<file path="src/logic/timer_event_pkg.sv">
`default_nettype none
package timer_event_pkg;

  // Byte offsets inside the peripheral window
  localparam int unsigned   ADDR_W             = 13;
  localparam logic [12:0]   OFS_PENDING_INDEX  = 13'h1080;
  localparam logic [12:0]   OFS_ENABLE_MASK    = 13'h1088;
  localparam logic [12:0]   OFS_RAW_STATUS     = 13'h1090;
  localparam logic [12:0]   OFS_MASKED_STATUS  = 13'h1098;
  localparam logic [12:0]   OFS_SOFTWARE_SET   = 13'h10A0;
  localparam logic [12:0]   OFS_EVENT_CLEAR    = 13'h10A8;

  // Event bit positions, shared by every event register
  localparam int unsigned   BIT_ZERO           = 0;
  localparam int unsigned   BIT_LOAD           = 1;
  localparam int unsigned   BIT_CH_DOWN_BASE   = 4;
  localparam int unsigned   BIT_CH_UP_BASE     = 8;
  localparam int unsigned   BIT_CH4_DOWN       = 12;
  localparam int unsigned   BIT_CH5_DOWN       = 13;
  localparam int unsigned   BIT_CH4_UP         = 14;
  localparam int unsigned   BIT_CH5_UP         = 15;
  localparam int unsigned   BIT_FAULT          = 24;
  localparam int unsigned   BIT_TRIG_OVERFLOW  = 25;
  localparam int unsigned   BIT_REPEAT_ZERO    = 26;
  localparam int unsigned   BIT_DIR_CHANGE     = 27;
  localparam int unsigned   BIT_ENCODER_ERROR  = 28;
  localparam int unsigned   CAPTURE_CHANNELS   = 4;

  typedef logic [31:0] word_t;

  localparam word_t         EVENT_BITS         = 32'h1F00FFF3;
  localparam word_t         RESET_ENABLE_MASK  = 32'h00000000;
  localparam word_t         RESET_RAW_STATUS   = 32'h00000000;
  localparam word_t         READ_ZERO          = 32'h00000000;
  localparam logic [7:0]    INDEX_NONE         = 8'h00;

  // AHB-Lite encodings
  localparam logic [1:0]    HTRANS_NONSEQ      = 2'h2;
  localparam logic          HRESP_OKAY         = 1'h0;

endpackage
`default_nettype wire

</file>
<file path="src/logic/pending_event_index_encoder.sv">
`timescale 1ns/1ps
`default_nettype none
module pending_event_index_encoder (
  input  wire logic [31:0] i_pending,
  output logic      [7:0]  o_index,
  output logic      [31:0] o_onehot
);
  import timer_event_pkg::*;

  // Lowest set bit wins; scan from the top so it overrides
  always_comb begin
    o_index  = INDEX_NONE;
    o_onehot = READ_ZERO;
    for (int i = 31; i >= 0; i--) begin
      if (i_pending[i]) begin
        o_index  = 8'(i + 1);
        o_onehot = word_t'(1) << i;
      end
    end
  end

endmodule
`default_nettype wire

</file>
<file path="src/logic/timer_event_mask_and_raw_status.sv">
// Operation
// Each event has a writable enable bit; 1 unmasks, 0 masks; reset zero.
// Bits 28..24: encoder error, direction change, repeat zero, trigger overflow, fault.
// Bits 15..12: channel 5 up, channel 4 up, channel 5 down, channel 4 down.
// Bits 11..8 channel 3..0 up events; bits 7..4 channel 3..0 down events.
// Bit 1 is counter load event; bit 0 is counter zero event.
// Raw status shows every pending flag regardless of its enable bit.
// Raw status is read-only, reads 1 while set, resets zero, at 1090h.
// Writing 1 to a clear bit clears the raw flag, even when masked.
// Raw flags stay set until explicitly cleared, for polling software.
// An illegal quadrature encoder transition sets the encoder error flag.
// Reserved bits read zero, ignore writes and never raise events.
// Masked status equals enable mask AND raw status.
// Writing 1 to a software set bit sets the raw flag, masked if enabled.
// Pending index reports lowest enabled pending bit plus one, zero when none.
// A processor read of the index clears that event; debug reads do not.
//
// The AHB-Lite slave port was decided locally.
`timescale 1ns/1ps
`default_nettype none
module timer_event_mask_and_raw_status (
  input  wire logic                    i_sys_clk,
  input  wire logic                    i_arst_n,
  // AHB-Lite slave
  input  wire logic                    i_hsel,
  input  wire logic [31:0]             i_haddr,
  input  wire logic [1:0]              i_htrans,
  input  wire logic                    i_hwrite,
  input  wire logic [2:0]              i_hsize,
  input  wire logic [31:0]             i_hwdata,
  input  wire logic                    i_hready,
  input  wire logic                    i_debug_access,
  output logic      [31:0]             o_hrdata,
  output logic                         o_hreadyout,
  output logic                         o_hresp,
  // Event pulses from the timer core
  input  wire logic                    i_zero_event,
  input  wire logic                    i_load_event,
  input  wire logic [5:0]              i_ch_up_event,
  input  wire logic [5:0]              i_ch_down_event,
  input  wire logic                    i_fault_event,
  input  wire logic                    i_trigger_overflow_event,
  input  wire logic                    i_repeat_count_zero_event,
  input  wire logic                    i_direction_change_event,
  // Quadrature encoder pins
  input  wire logic                    i_encoder_enable,
  input  wire logic                    i_encoder_a,
  input  wire logic                    i_encoder_b,
  // State views
  output timer_event_pkg::word_t       o_event_enable_mask,
  output timer_event_pkg::word_t       o_raw_event_status,
  output timer_event_pkg::word_t       o_masked_event_status,
  output logic      [7:0]              o_pending_event_index
);
  import timer_event_pkg::*;

  word_t              event_enable_mask;
  word_t              raw_event_status;
  word_t              next_event_enable_mask;
  word_t              next_raw_event_status;
  logic               wr_pending;
  logic [ADDR_W-1:0]  wr_addr;
  logic [31:0]        hrdata;
  logic               hreadyout;
  logic               hresp;
  word_t              masked_view;
  logic [7:0]         index_view;

  // Address phase decode
  wire logic              addr_valid  = i_hsel & i_hready & (i_htrans == HTRANS_NONSEQ);
  wire logic              rd_request  = addr_valid & ~i_hwrite;
  wire logic              wr_request  = addr_valid & i_hwrite;
  wire logic [ADDR_W-1:0] rd_addr     = i_haddr[ADDR_W-1:0];
  wire logic              rd_index    = rd_request & (rd_addr == OFS_PENDING_INDEX);
  wire logic              rd_mask     = rd_request & (rd_addr == OFS_ENABLE_MASK);
  wire logic              rd_raw      = rd_request & (rd_addr == OFS_RAW_STATUS);
  wire logic              rd_masked   = rd_request & (rd_addr == OFS_MASKED_STATUS);

  // Data phase write decode
  wire logic              wr_mask     = wr_pending & (wr_addr == OFS_ENABLE_MASK);
  wire logic              wr_set      = wr_pending & (wr_addr == OFS_SOFTWARE_SET);
  wire logic              wr_clear    = wr_pending & (wr_addr == OFS_EVENT_CLEAR);
  wire word_t             wdata_evt   = i_hwdata & EVENT_BITS;

  // Encoder pins cross from outside; two stages before any use
  logic [1:0] enc_meta;
  logic [1:0] enc_sync;
  logic [1:0] enc_prev;
  logic [2:0] enc_armed;

  always_ff @(posedge i_sys_clk or negedge i_arst_n) begin
    if (!i_arst_n) begin
      enc_meta <= 2'h0;
      enc_sync <= 2'h0;
    end else begin
      enc_meta <= {i_encoder_b, i_encoder_a};
      enc_sync <= enc_meta;
    end
  end

  // Armed only once sync stages and history hold real pin samples;
  // pins high through a reset would otherwise look like a double step
  always_ff @(posedge i_sys_clk or negedge i_arst_n) begin
    if (!i_arst_n) begin
      enc_prev  <= 2'h0;
      enc_armed <= 3'h0;
    end else begin
      enc_prev  <= enc_sync;
      enc_armed <= {enc_armed[1:0], i_encoder_enable};
    end
  end

  // Gray sequence allows one phase to move per step; both at once is illegal
  wire logic [1:0] enc_delta         = enc_sync ^ enc_prev;
  wire logic       encoder_error_det = i_encoder_enable & (&enc_armed) & (&enc_delta);

  // Hardware event vector; unused positions stay zero
  word_t hw_events;
  always_comb begin
    hw_events                    = READ_ZERO;
    hw_events[BIT_ZERO]          = i_zero_event;
    hw_events[BIT_LOAD]          = i_load_event;
    for (int c = 0; c < CAPTURE_CHANNELS; c++) begin
      hw_events[BIT_CH_UP_BASE + c]   = i_ch_up_event[c];
      hw_events[BIT_CH_DOWN_BASE + c] = i_ch_down_event[c];
    end
    hw_events[BIT_CH5_UP]        = i_ch_up_event[5];
    hw_events[BIT_CH4_UP]        = i_ch_up_event[4];
    hw_events[BIT_CH5_DOWN]      = i_ch_down_event[5];
    hw_events[BIT_CH4_DOWN]      = i_ch_down_event[4];
    hw_events[BIT_FAULT]         = i_fault_event;
    hw_events[BIT_TRIG_OVERFLOW] = i_trigger_overflow_event;
    hw_events[BIT_REPEAT_ZERO]   = i_repeat_count_zero_event;
    hw_events[BIT_DIR_CHANGE]    = i_direction_change_event;
    hw_events[BIT_ENCODER_ERROR] = encoder_error_det;
  end

  // Register state after the pending bus write; reads see it, avoiding stale data
  wire word_t mask_after_wr = wr_mask ? wdata_evt : event_enable_mask;
  wire word_t clear_bits    = wr_clear ? wdata_evt : READ_ZERO;
  wire word_t set_bits      = wr_set ? wdata_evt : READ_ZERO;
  wire word_t raw_after_wr  = (raw_event_status & ~clear_bits) | set_bits;
  wire word_t masked_now    = raw_after_wr & mask_after_wr;

  // Index priority
  logic [7:0] index_now;
  word_t      index_onehot;

  pending_event_index_encoder u_index (
    .i_pending (masked_now),
    .o_index   (index_now),
    .o_onehot  (index_onehot)
  );

  // Only a processor read consumes the reported event
  wire logic  index_consume = rd_index & ~i_debug_access;
  wire word_t consume_bits  = index_consume ? index_onehot : READ_ZERO;

  // Flags hold until cleared; a new hardware event beats any clear of the same cycle
  always_comb begin
    next_event_enable_mask = mask_after_wr & EVENT_BITS;
    next_raw_event_status  = ((raw_after_wr & ~consume_bits) | hw_events) & EVENT_BITS;
  end

  always_ff @(posedge i_sys_clk or negedge i_arst_n) begin
    if (!i_arst_n) begin
      event_enable_mask <= RESET_ENABLE_MASK;
      raw_event_status  <= RESET_RAW_STATUS;
    end else begin
      event_enable_mask <= next_event_enable_mask;
      raw_event_status  <= next_raw_event_status;
    end
  end

  // Read mux; write-only and unmapped words read zero
  wire word_t rd_data =
      rd_index  ? {24'h000000, index_now} :
      rd_mask   ? mask_after_wr :
      rd_raw    ? raw_after_wr :
      rd_masked ? masked_now :
                  READ_ZERO;

  // Zero wait state slave; response is always OKAY
  always_ff @(posedge i_sys_clk or negedge i_arst_n) begin
    if (!i_arst_n) begin
      wr_pending <= 1'b0;
      wr_addr    <= '0;
      hrdata     <= READ_ZERO;
      hreadyout  <= 1'b1;
      hresp      <= HRESP_OKAY;
    end else begin
      wr_pending <= wr_request;
      wr_addr    <= i_haddr[ADDR_W-1:0];
      hrdata     <= rd_request ? rd_data : READ_ZERO;
      hreadyout  <= 1'b1;
      hresp      <= HRESP_OKAY;
    end
  end

  // Masked view built from next state so it always equals mask AND raw; index lags one cycle
  always_ff @(posedge i_sys_clk or negedge i_arst_n) begin
    if (!i_arst_n) begin
      masked_view <= READ_ZERO;
      index_view  <= INDEX_NONE;
    end else begin
      masked_view <= next_event_enable_mask & next_raw_event_status;
      index_view  <= index_now;
    end
  end

  assign o_hrdata              = hrdata;
  assign o_hreadyout           = hreadyout;
  assign o_hresp               = hresp;
  assign o_event_enable_mask   = event_enable_mask;
  assign o_raw_event_status    = raw_event_status;
  assign o_masked_event_status = masked_view;
  assign o_pending_event_index = index_view;

endmodule
`default_nettype wire

</file>
<file path="config.mk">
export PLATFORM = sky130hd
export DESIGN_NAME = timer_event_mask_and_raw_status
export DESIGN_NICKNAME = d
export VERILOG_FILES = /design/src/logic/timer_event_pkg.sv /design/src/logic/pending_event_index_encoder.sv /design/src/logic/timer_event_mask_and_raw_status.sv
export SDC_FILE = /design/constraint.sdc
export NUM_CORES = 1
export LEC_CHECK = 0
export ABC_AREA = 1
export BUFFER_PORTS_ARGS = -buffer_cell sky130_fd_sc_hd__buf_4
export CAP_MARGIN = 25
export CORE_ASPECT_RATIO = 1.75
export CORE_UTILIZATION = 28
export DETAILED_ROUTE_END_ITERATION = 12
export SYNTH_ARGS = -nofsm -noshare
export SYNTH_HDL_FRONTEND = slang
export SYNTH_SLANG_ARGS = --single-unit
</file>
<file path="constraint.sdc">
create_clock -name i_sys_clk -period 4.5 [get_ports i_sys_clk]
set_clock_uncertainty 0.05 [all_clocks]
set_input_delay 0.225 -clock i_sys_clk [delete_from_list [all_inputs] [get_ports i_sys_clk]]
set_output_delay 0.225 -clock i_sys_clk [all_outputs]
set_load 0.05 [all_outputs]
</file>
==> results.txt, run 1 <==
CTS buffer count: 9
Worst Hold Class: in2reg
HPWL Detailed: 11.4 mm
cell count of the worst hold path: 3
Cell Area, Synth: 0.00534 mm2
drt initial violations: 146
Max FO, Critical Path: 37
DRT Pass-1 Iters: 4
Initial Util: 28.6%
Reg clk slew, reported paths: 0.08 ns
Core ar.: 0.0187 mm2
Power Density: 297 mW/mm2
Arr. time, crit path: 3.32 ns
remaining antenna violation count: 0
Setup CP Type: reg2reg
number of flops mapped to enable cells by yosys: 0
Worst Path Required: 4.68 ns
Total Nets Final: 863
clk root buf: clkbuf_16
CTS sink cnt: 106
Setup Fix Bufs, Post-CTS: 0
R2R Setup Slk: 1.36 ns
dpl cells: 977
WL met1: 5.53 mm
Resized Gates After CTS: 0
Clock H-tree levels: 3
top post-synthesis cells by count: dfrtp_1, nand2_1, inv_1, buf_4, o21ai_0
clk_lat worst skew: 0.35 ns
height of the die: 185 um
first-pass GRT wire length: 23.1 mm
Area contributors post-synth: dfrtp_1, buf_4, nand2_1, inv_1, o21ai_0
final worst path period need: 3.14 ns
post-route insts no fill: 1010
Final Cycle Share: 69.8%
status: complete, no violations
max_cap viols: 0
count leader, synth: dfrtp_1
post-synthesis instance total: 606
crit-path max cell delay: 0.54 ns
Top FF cell, synth: dfrtp_1
Max VDD drop: 163 uV
DR vias/cell: 4.38
RR Startpoint: wr_addr[0]$_DFF_PN0_
drt drc: 0
setup_tns: 0 ns
via count: 4424
Die Span X: 106 um
worst reg2reg endpoint: o_hrdata[0]$_DFF_PN0_
Yosys cell types: 38
CP Launch Type: flip-flop
Rows: 66
initial antenna violation count: 0
top layer in use: met4
crit path buf inv count: 1
yosys synthesis warning count: 0
WL met2: 8.63 mm
Layout area overhead: 29.9%
clock buffer depth: 2
Final Max Slew Viols: 0
Pleak: 0.00350 uW
GRT overflow: 0
critical path cell sequence: inv_1 -> nand2_1 -> nor2_4 -> nand3_4 -> o21ai_1 -> a21oi_1 -> nand2_1 -> nand3_1 -> nand2_1 -> nand2_1 -> nand2_1 -> nand2_1 -> nand2_1 -> nand2_1 -> nand2_1 -> nand2_1 -> nand2_1 -> nand2_1 -> nand2_1 -> nand2_1 -> nand2_1 -> nand2_1
metal3 WL: 770 um
register area share after synthesis: 49.7%
Final Wtd Congestion: 0.734
Hold Slack: 0.0196 ns
hold path start: i_ch_down_event[2]
Port Buf Inserts: 143
Die ar.: 0.0196 mm2
RSZ-0062 raised after global routing: false
Synth top area share: 49.7%
FF+latch count, synth: 106
share of cells above drive strength 1: 29.1%
area leader, netlist: dfrtp_1
DR WL/cell: 15.2 um
Worst Reg-to-Reg Cells: 22
total wire length: 15.3 mm
Avg Synthesized Cell Area: 8.81 um2
ant diodes: 0
I/O pin cnt: 234
async set-reset flop share out of synthesis: 100%
number of global-route vias before repair: 4430
largest net degree at the start of global routing: 66
Hold Violations, Final: 0
cell family with most CP delay: simple AND/OR/NAND/NOR gates
Tightest Pin Transition: 0.852 ns
Hold Path Sink: o_raw_event_status[6]$_DFF_PN0_
TritonCTS clock tree: done
Most common cell on crit path: nand2_1
CP max stage cell: o21ai_1
Max Fclk: 0.318 GHz
relative slew slack: 43.2%
Tot GR Track Use: 15.8%
endpoints failing setup: 0
Crit. End Element: flip-flop
## worst max path at each step
stage,end,depth (start not counted),slack [ns],start
2_1_floorplan,o_masked_event_status[25]$_DFF_PN0_,13,2.25,wr_addr[4]$_DFF_PN0_
3_3_place_gp,o_hrdata[0]$_DFF_PN0_,22,1.30,wr_addr[0]$_DFF_PN0_
3_5_place_dp,o_hrdata[0]$_DFF_PN0_,22,1.31,wr_addr[0]$_DFF_PN0_
4_1_cts,o_hrdata[0]$_DFF_PN0_,22,1.29,wr_addr[0]$_DFF_PN0_
5_1_grt,o_hrdata[0]$_DFF_PN0_,21,1.01,wr_addr[4]$_DFF_PN0_
6_report,o_hrdata[0]$_DFF_PN0_,22,1.36,wr_addr[0]$_DFF_PN0_
## worst reg2reg max path: stages, from the launching register on
cell     delay [ns]
dfrtp_1        0.38
inv_1          0.05
nand2_1        0.08
nor2_4         0.27
nand3_4        0.52
o21ai_1        0.55
a21oi_1        0.10
nand2_1        0.12
nand3_1        0.08
nand2_1        0.08
nand2_1        0.05
nand2_1        0.05
nand2_1        0.05
nand2_1        0.08
nand2_1        0.06
nand2_1        0.05
nand2_1        0.05
nand2_1        0.06
nand2_1        0.05
nand2_1        0.05
nand2_1        0.08
nand2_1        0.07
nand2_1        0.05
## cell families after synthesis
kind of cell / Yosys count / synth area share, %
XOR/XNOR: 2 / 0.328
AND/OR/NAND/NOR: 209 / 19.7
flip-flops: 106 / 49.7
buffers and inverters: 157 / 15.5
other: 2 / 0.141
AO/OA/AOI/OAI: 130 / 14.6
## power by group
| group | switching (uW) | internal, uW |
|---|---|---|
| Combinational | 180 | 59.6 |
| Clock | 395 | 449 |
| Sequential | 6.71 | 966 |
## metrics by stage
| stage | setup slack [ns] | total power (uW) | utilization (%) | instance area (um2) |
|---|---|---|---|---|
| after CTS | 1.29 | 2080 | 37.1 | 6930 |
| after global placement | 1.30 | 1220 | 34.5 | 6440 |
| after floorplan | 2.25 | 1180 | - | 5540 |
| after detailed placement | 1.31 | 1220 | 34.5 | 6440 |
| after global routing | 1.01 | 2140 | 37.1 | 6930 |
| final | 1.36 | 2060 | 37.1 | 6930 |
## placed cells by master, fill, tap and decap left out, types with 2 or more instances in the layout
| cell | n |
|---|---|
| o21ai_1 | 27 |
| nor2_4 | 4 |
| nor4_1 | 3 |
| nand4_1 | 10 |
| nor2_1 | 19 |
| o31ai_2 | 5 |
| nor2_2 | 7 |
| inv_8 | 2 |
| nand2_1 | 104 |
| inv_2 | 5 |
| a21oi_2 | 2 |
| nand2_4 | 2 |
| nor3_1 | 2 |
| nand3_2 | 2 |
| nand2_2 | 19 |
| inv_1 | 87 |
| dfrtp_1 | 106 |
| conb_1 | 55 |
| o31ai_1 | 3 |
| xor2_1 | 2 |
| a21oi_1 | 31 |
| dlygate4sd3_1 | 17 |
| clkbuf_16 | 9 |
| nand3_1 | 29 |
| o21ai_0 | 48 |
| buf_4 | 145 |
| o21ai_2 | 11 |
| clkinv_4 | 2 |
## cell type report
| class | instances | area (um2) |
|---|---|---|
| clock buffer | 9 | 225 |
| clock inverter | 7 | 95.1 |
| fill | 1963 | 11700 |
| inverter | 92 | 345 |
| multi-input combinational | 396 | 2060 |
| sequential | 106 | 2650 |
| tap | 238 | 298 |
| timing repair buffer | 162 | 1260 |
## sequential cells by signal, summed over array words and instances, names as in the netlist, 3 cells and up
register,flops
o_event_enable_mask,19
o_pending_event_index,5
o_masked_event_status,19
o_hrdata,21
enc_armed,3
o_raw_event_status,19
wr_addr,13
## per-layer routing
metal,GRT usage [%],vias to the layer above
met2,31.0,162
met4,6.33,0
met1,16.4,2074
li1,-,2167
met3,2.44,21
met5,0,-
## what timing repair did
item | CTS | global route
endpoints found under the hold margin | 80 | 0
hold buffers | 17 | 0
endpoints found under the setup margin | 0 | 0
No activity file was read; power rests on OpenSTA's default activity.
==> run 2, diff against run 1 <==
clock period = 2.6 ns   (was 4.5 ns; I/O delays follow)
==> results.txt, run 2 (same netlist as run 1, synthesis figures left out) <==
drt initial violations: 152 (+4.1%)
CP Launch Type: flip-flop
HPWL Detailed: 12.3 mm (+7.6%)
Worst Reg-to-Reg Cells: 13 (-41%)
worst reg2reg endpoint: o_masked_event_status[11]$_DFF_PN0_
Hold Violations, Final: 0 (unchanged)
share of cells above drive strength 1: 40.8% (+12 points)
failing checks: setup timing
GRT overflow: 0 (unchanged)
multi-input logic area: 0.00237 mm2 (+15%)
cell family with most CP delay: simple AND/OR/NAND/NOR gates
drt drc: 0 (unchanged)
Max Fclk: 0.384 GHz (+21%)
CTS sink cnt: 106 (unchanged)
Tightest Pin Transition: 0.566 ns (-0.286 ns)
remaining antenna violation count: 0 (unchanged)
Reg area: 0.00265 mm2 (unchanged)
DR vias/cell: 4.37 (-0.34%)
crit path buf inv count: 2 (+1)
I/O pin cnt: 234 (unchanged)
Setup CP Type: reg2reg
total wire length: 16.5 mm (+8.0%)
setup ws final: -0.000854 ns (-1.36 ns)
number of global-route vias before repair: 4856 (+9.6%)
DRT Pass-1 Iters: 4 (unchanged)
status: finished, violations left
Core ar.: 0.0187 mm2 (unchanged)
Filler cells: 1851 (-5.7%)
clk_lat worst skew: 0.36 ns (about the same)
via count: 4889 (+11%)
CP max stage cell: dfrtp_1
RSZ-0062 raised after global routing: true
RR Startpoint: wr_addr[4]$_DFF_PN0_
CTS buffer count: 9 (unchanged)
Worst Path Required: 2.79 ns (-1.89 ns)
Initial Util: 28.6% (unchanged)
clk root buf: clkbuf_16
critical path cell sequence: or2_4 -> nor2_4 -> nand3_4 -> buf_12 -> nand2_2 -> o21ai_2 -> nand2_2 -> nand3_4 -> nor2_4 -> buf_6 -> nand4_1 -> o31ai_2 -> a21oi_1
most common cell after layout, fill and taps aside: buf_4
ant diodes: 0 (unchanged)
Die ar.: 0.0196 mm2 (unchanged)
Reg clk slew, reported paths: 0.08 ns (about the same)
Port Buf Inserts: 143 (unchanged)
DP Area: 0.00699 mm2 (+8.6%)
relative slew slack: 62.2% (+19 points)
Clock H-tree levels: 3 (unchanged)
number of cells on the critical path: 13 (-41%)
cell count of the worst hold path: 3 (unchanged)
first-pass GRT wire length: 24.3 mm (+5.2%)
Power Density: 430 mW/mm2 (+45%)
R2R Setup Slk: -0.0009 ns (-1.36 ns)
clock buffer depth: 2 (unchanged)
Max FO, Critical Path: 6 (-84%)
Final Cycle Share: 100% (+30 points)
Max VDD drop: 266 uV (+63%)
TritonCTS clock tree: done
Crit. Startpoint: wr_addr[4]$_DFF_PN0_
max reg flops: 21 (unchanged)
max_cap viols: 0 (unchanged)
crit-path max cell delay: 0.38 ns (-0.16 ns)
Layout area overhead: 53.9%
Tot GR Track Use: 16.6% (+0.81 points)
Core Util, Final: 44.0% (+6.9 points)
final worst path period need: 2.60 ns (-0.539 ns)
Final Wtd Congestion: 0.827 (+13%)
Die Span X: 106 um (unchanged)
Setup crit end: o_masked_event_status[11]$_DFF_PN0_
Crit. End Element: flip-flop
Pleak: 0.00413 uW (+18%)
Worst Hold Class: in2reg
Final Max Slew Viols: 0 (unchanged)
DR WL/cell: 14.8 um (-2.6%)
largest net degree at the start of global routing: 65 (-1.5%)
Total Nets Final: 973 (+13%)
initial antenna violation count: 0 (unchanged)
Rows: 66 (unchanged)
commonest cells after routing, fill and taps aside: buf_4, dfrtp_1, nand2_1
endpoints failing setup: 1 (+1)
final instance area: 0.00821 mm2 (+19%)
height of the die: 185 um (unchanged)
Arr. time, crit path: 2.79 ns (-0.53 ns)
run 2: changes by cell type in the layout (fill, tap and decap cells not counted), moves of 6 or more:
cell	delta
o21ai_1	-10
o21ai_0	-8
dlygate4sd3_1	+20
buf_4	+74
nand2_4	+6
nand2_1	-16
o21ai_2	+14
nand2_2	+10
a21oi_1	-6
buf_6	+8
run 2: how the worst min path moves through the flow:
stage,to,from,slack (ns)
6_report,o_event_enable_mask[9]$_DFF_PN0_,i_hwdata[9],0.05
5_1_grt,o_event_enable_mask[9]$_DFF_PN0_,i_hwdata[9],0.06
4_1_cts,o_event_enable_mask[9]$_DFF_PN0_,i_hwdata[9],0.03
3_5_place_dp,o_hrdata[13]$_DFF_PN0_,i_arst_n,0.12
3_3_place_gp,o_hrdata[26]$_DFF_PN0_,i_arst_n,0.12
2_1_floorplan,enc_armed[0]$_DFF_PN0_,i_arst_n,-0.22
run 2: final cells by class:
type / count / share of cell area (%)
clock buffers: 9 / 2.74
clock inverters: 7 / 0.929
inverters: 92 / 4.20
multi-input cells: 397 / 28.8
flip-flops and latches: 106 / 32.3
well taps: 238 / 3.63
repair buffers: 271 / 27.4
run 2: per-layer routing:
metal	vias to the layer above	track usage, %	share of wire, %
met5	-	0	0
met4	0	8.50	4.3
met3	37	2.97	4.5
met2	169	32.5	57
met1	2296	16.3	34
li1	2387	-	-
run 2: worst min-delay path, cell delays in order:
cell and delay (ns):
buf_4 0.10, inv_1 0.11, o21ai_4 0.08
run 2: stage by stage:
step | TNS (ns) | instances | hold slack, ns | power [uW] | setup WS [ns]
5_1_grt | -1.68 | 1120 | 0.0617 | 3670 | -0.156
3_3_place_gp | 0 | 1044 | 0.117 | 2120 | 0.00711
2_1_floorplan | 0 | 659 | -0.216 | 2040 | 0.349
3_5_place_dp | 0 | 1044 | 0.118 | 2120 | 0.000728
6_report | -0.000854 | 1120 | 0.0539 | 3540 | -0.000854
4_1_cts | 0 | 1099 | 0.0268 | 3560 | 0.00109
run 2: repair_timing:
action                     in CTS  in global routing
setup buffers                   1                 19
setup endpoints to repair       4                 40
gates cloned                    1                  2
gates resized for setup         4                 81
pin swaps                       2                 24
hold buffers                   37                  0
hold endpoints to repair       92                  0
run 2: power by group:
group	switching (uW)	total, uW	internal, uW
logic	328	460	132
clock network	702	1390	690
registers	11.3	1680	1670
total	1040	3540	2490
==> run 3, diff against run 2 <==
TNS_END_PERCENT = 20   (was unset)
==> results.txt, run 3 (same netlist as run 1, synthesis figures left out) <==
CTS buffer count: 9 (unchanged)
endpoints failing setup: 2 (+1)
failing checks: setup timing
HPWL Detailed: 12.3 mm (unchanged)
initial antenna violation count: 0 (unchanged)
Total Nets Final: 964 (-0.92%)
drt drc: 0 (unchanged)
Final Wtd Congestion: 0.827 (unchanged)
Die Span X: 106 um (unchanged)
max reg flops: 21 (unchanged)
DR WL/cell: 14.5 um (-1.5%)
setup ws final: -0.0314 ns (-0.0306 ns)
Max Fclk: 0.380 GHz (-1.2%)
Tot GR Track Use: 16.6% (unchanged)
Initial Util: 28.6% (unchanged)
final worst path period need: 2.63 ns (+0.0306 ns)
DP Area: 0.00699 mm2 (unchanged)
GRT overflow: 0 (unchanged)
Worst Reg-to-Reg Cells: 13 (unchanged)
clock buffer depth: 2 (unchanged)
Final Cycle Share: 101% (+1.2 points)
Placement Setup Slack: 0.000728 ns (unchanged)
most common cell after layout, fill and taps aside: buf_4
Setup CP Type: reg2reg
CTS sink cnt: 106 (unchanged)
Rows: 66 (unchanged)
Hold Violations, Final: 0 (unchanged)
relative slew slack: 62.0% (-0.21 points)
number of cells on the critical path: 13 (unchanged)
crit-path max cell delay: 0.38 ns (about the same)
height of the die: 185 um (unchanged)
Crit. End Element: flip-flop
critical path cell sequence: or2_1 -> nor2_4 -> nand3_4 -> buf_12 -> nand2_1 -> o21ai_1 -> nand2_2 -> nand3_4 -> nor2_4 -> buf_4 -> nand4_1 -> o31ai_2 -> a21oi_1
final instance area: 0.00796 mm2 (-3.1%)
Final Max Slew Viols: 0 (unchanged)
remaining antenna violation count: 0 (unchanged)
Reg clk slew, reported paths: 0.08 ns (about the same)
Die ar.: 0.0196 mm2 (unchanged)
Layout area overhead: 49.2%
cell count of the worst hold path: 3 (unchanged)
Worst Path Required: 2.79 ns (about the same)
TritonCTS clock tree: done
CP Launch Type: flip-flop
CP max stage cell: dfrtp_1
ant diodes: 0 (unchanged)
Max VDD drop: 267 uV (+0.63%)
Power Density: 443 mW/mm2 (+2.9%)
I/O pin cnt: 234 (unchanged)
commonest cells after routing, fill and taps aside: buf_4, dfrtp_1, nand2_1
Worst Hold Class: in2reg
Pleak: 0.00404 uW (-2.3%)
DR vias/cell: 4.36 (-0.16%)
largest net degree at the start of global routing: 65 (unchanged)
clk root buf: clkbuf_16
total wire length: 16.1 mm (-2.3%)
clk_lat worst skew: 0.36 ns (about the same)
crit path buf inv count: 2 (unchanged)
setup_tns: -0.0367 ns (-0.0359 ns)
total power: 3530 uW (-0.25%)
first-pass GRT wire length: 24.3 mm (unchanged)
Tightest Pin Transition: 0.570 ns (+0.00311 ns)
number of global-route vias before repair: 4856 (unchanged)
RSZ-0062 raised after global routing: true
Arr. time, crit path: 2.82 ns (+0.03 ns)
Clock H-tree levels: 3 (unchanged)
status: finished, violations left
via count: 4842 (-0.96%)
max_cap viols: 0 (unchanged)
Core ar.: 0.0187 mm2 (unchanged)
DRT Pass-1 Iters: 4 (unchanged)
Port Buf Inserts: 143 (unchanged)
share of cells above drive strength 1: 38.0% (-2.8 points)
drt initial violations: 175 (+15%)
cell family with most CP delay: simple AND/OR/NAND/NOR gates
Max FO, Critical Path: 11 (+5)
==> run 3: cell count changes in the layout (fill, tap and decap cells not counted), moves of 2 or more <==
cell     previous run  this run
buf_6               8         0
o21ai_2            25        23
nand2_2            29        24
o21ai_4             5         2
nand2_4             8         3
nand2_1            88        98
o21ai_1            17        21
a21oi_2             6         4
a21oi_1            25        28
==> run 3: worst register-to-register path: cells and delay by family (launching register included) <==
kind                   cells  cell delay, ns
and+or+nand+nor            8            1.23
buffers and inverters      2            0.32
AOI/OAI and AO/OA          3            0.53
DFF                        1            0.38
==> run 3: through the flow <==
stage	hold slack, ns	utilization, %	instances
2_1_floorplan	-0.216	-	659
3_3_place_gp	0.117	37.5	1044
3_5_place_dp	0.118	37.5	1044
4_1_cts	0.0268	41.3	1099
5_1_grt	0.0531	42.7	1111
6_report	0.0354	42.7	1111
==> run 3: layout make-up <==
type / count / area [um2]
fill: 1876 / 10700
sequential: 106 / 2650
multi-input combinational: 397 / 2240
timing repair buffer: 262 / 2130
inverter: 92 / 345
tap: 238 / 298
clock buffer: 9 / 225
clock inverter: 7 / 76.3
==> run 3: power breakdown <==
| part | switching (uW) | internal [uW] | total [uW] |
|---|---|---|---|
| sequential | 11.2 | 1670 | 1680 |
| combinational | 323 | 129 | 452 |
| clock | 701 | 690 | 1390 |
| total | 1030 | 2490 | 3530 |
==> run 3: layer usage <==
| metal | track usage [%] | share of wire (%) |
|---|---|---|
| met5 | 0 | 0 |
| met4 | 8.50 | 3.8 |
| met3 | 2.97 | 4.7 |
| met2 | 32.5 | 57 |
| met1 | 16.3 | 34 |
==> run 3: final timing paths <==
| kind | slack (ns) | to | from |
|---|---|---|---|
| max | -0.03 | o_masked_event_status[11]$_DFF_PN0_ | wr_addr[4]$_DFF_PN0_ |
| max in group asynchronous | 1.50 | o_event_enable_mask[7]$_DFF_PN0_ | i_arst_n |
| max reg2reg | -0.03 | o_masked_event_status[11]$_DFF_PN0_ | wr_addr[4]$_DFF_PN0_ |
| min in group asynchronous | 0.26 | o_event_enable_mask[13]$_DFF_PN0_ | i_arst_n |
| min | 0.04 | o_event_enable_mask[9]$_DFF_PN0_ | i_hwdata[9] |
| min reg2reg | 0.30 | enc_sync[0]$_DFF_PN0_ | enc_meta[0]$_DFF_PN0_ |
==> run 3: timing repair <==
| action | 4_1_cts | 5_1_grt |
|---|---|---|
| hold endpoints to repair | 92 | 0 |
| pin swaps | 2 | 15 |
| hold buffers | 37 | 0 |
| buffers inserted | 1 | 11 |
| resized for setup | 4 | 40 |
| setup endpoints to repair | 4 | 40 |
| cloned | 1 | 1 |
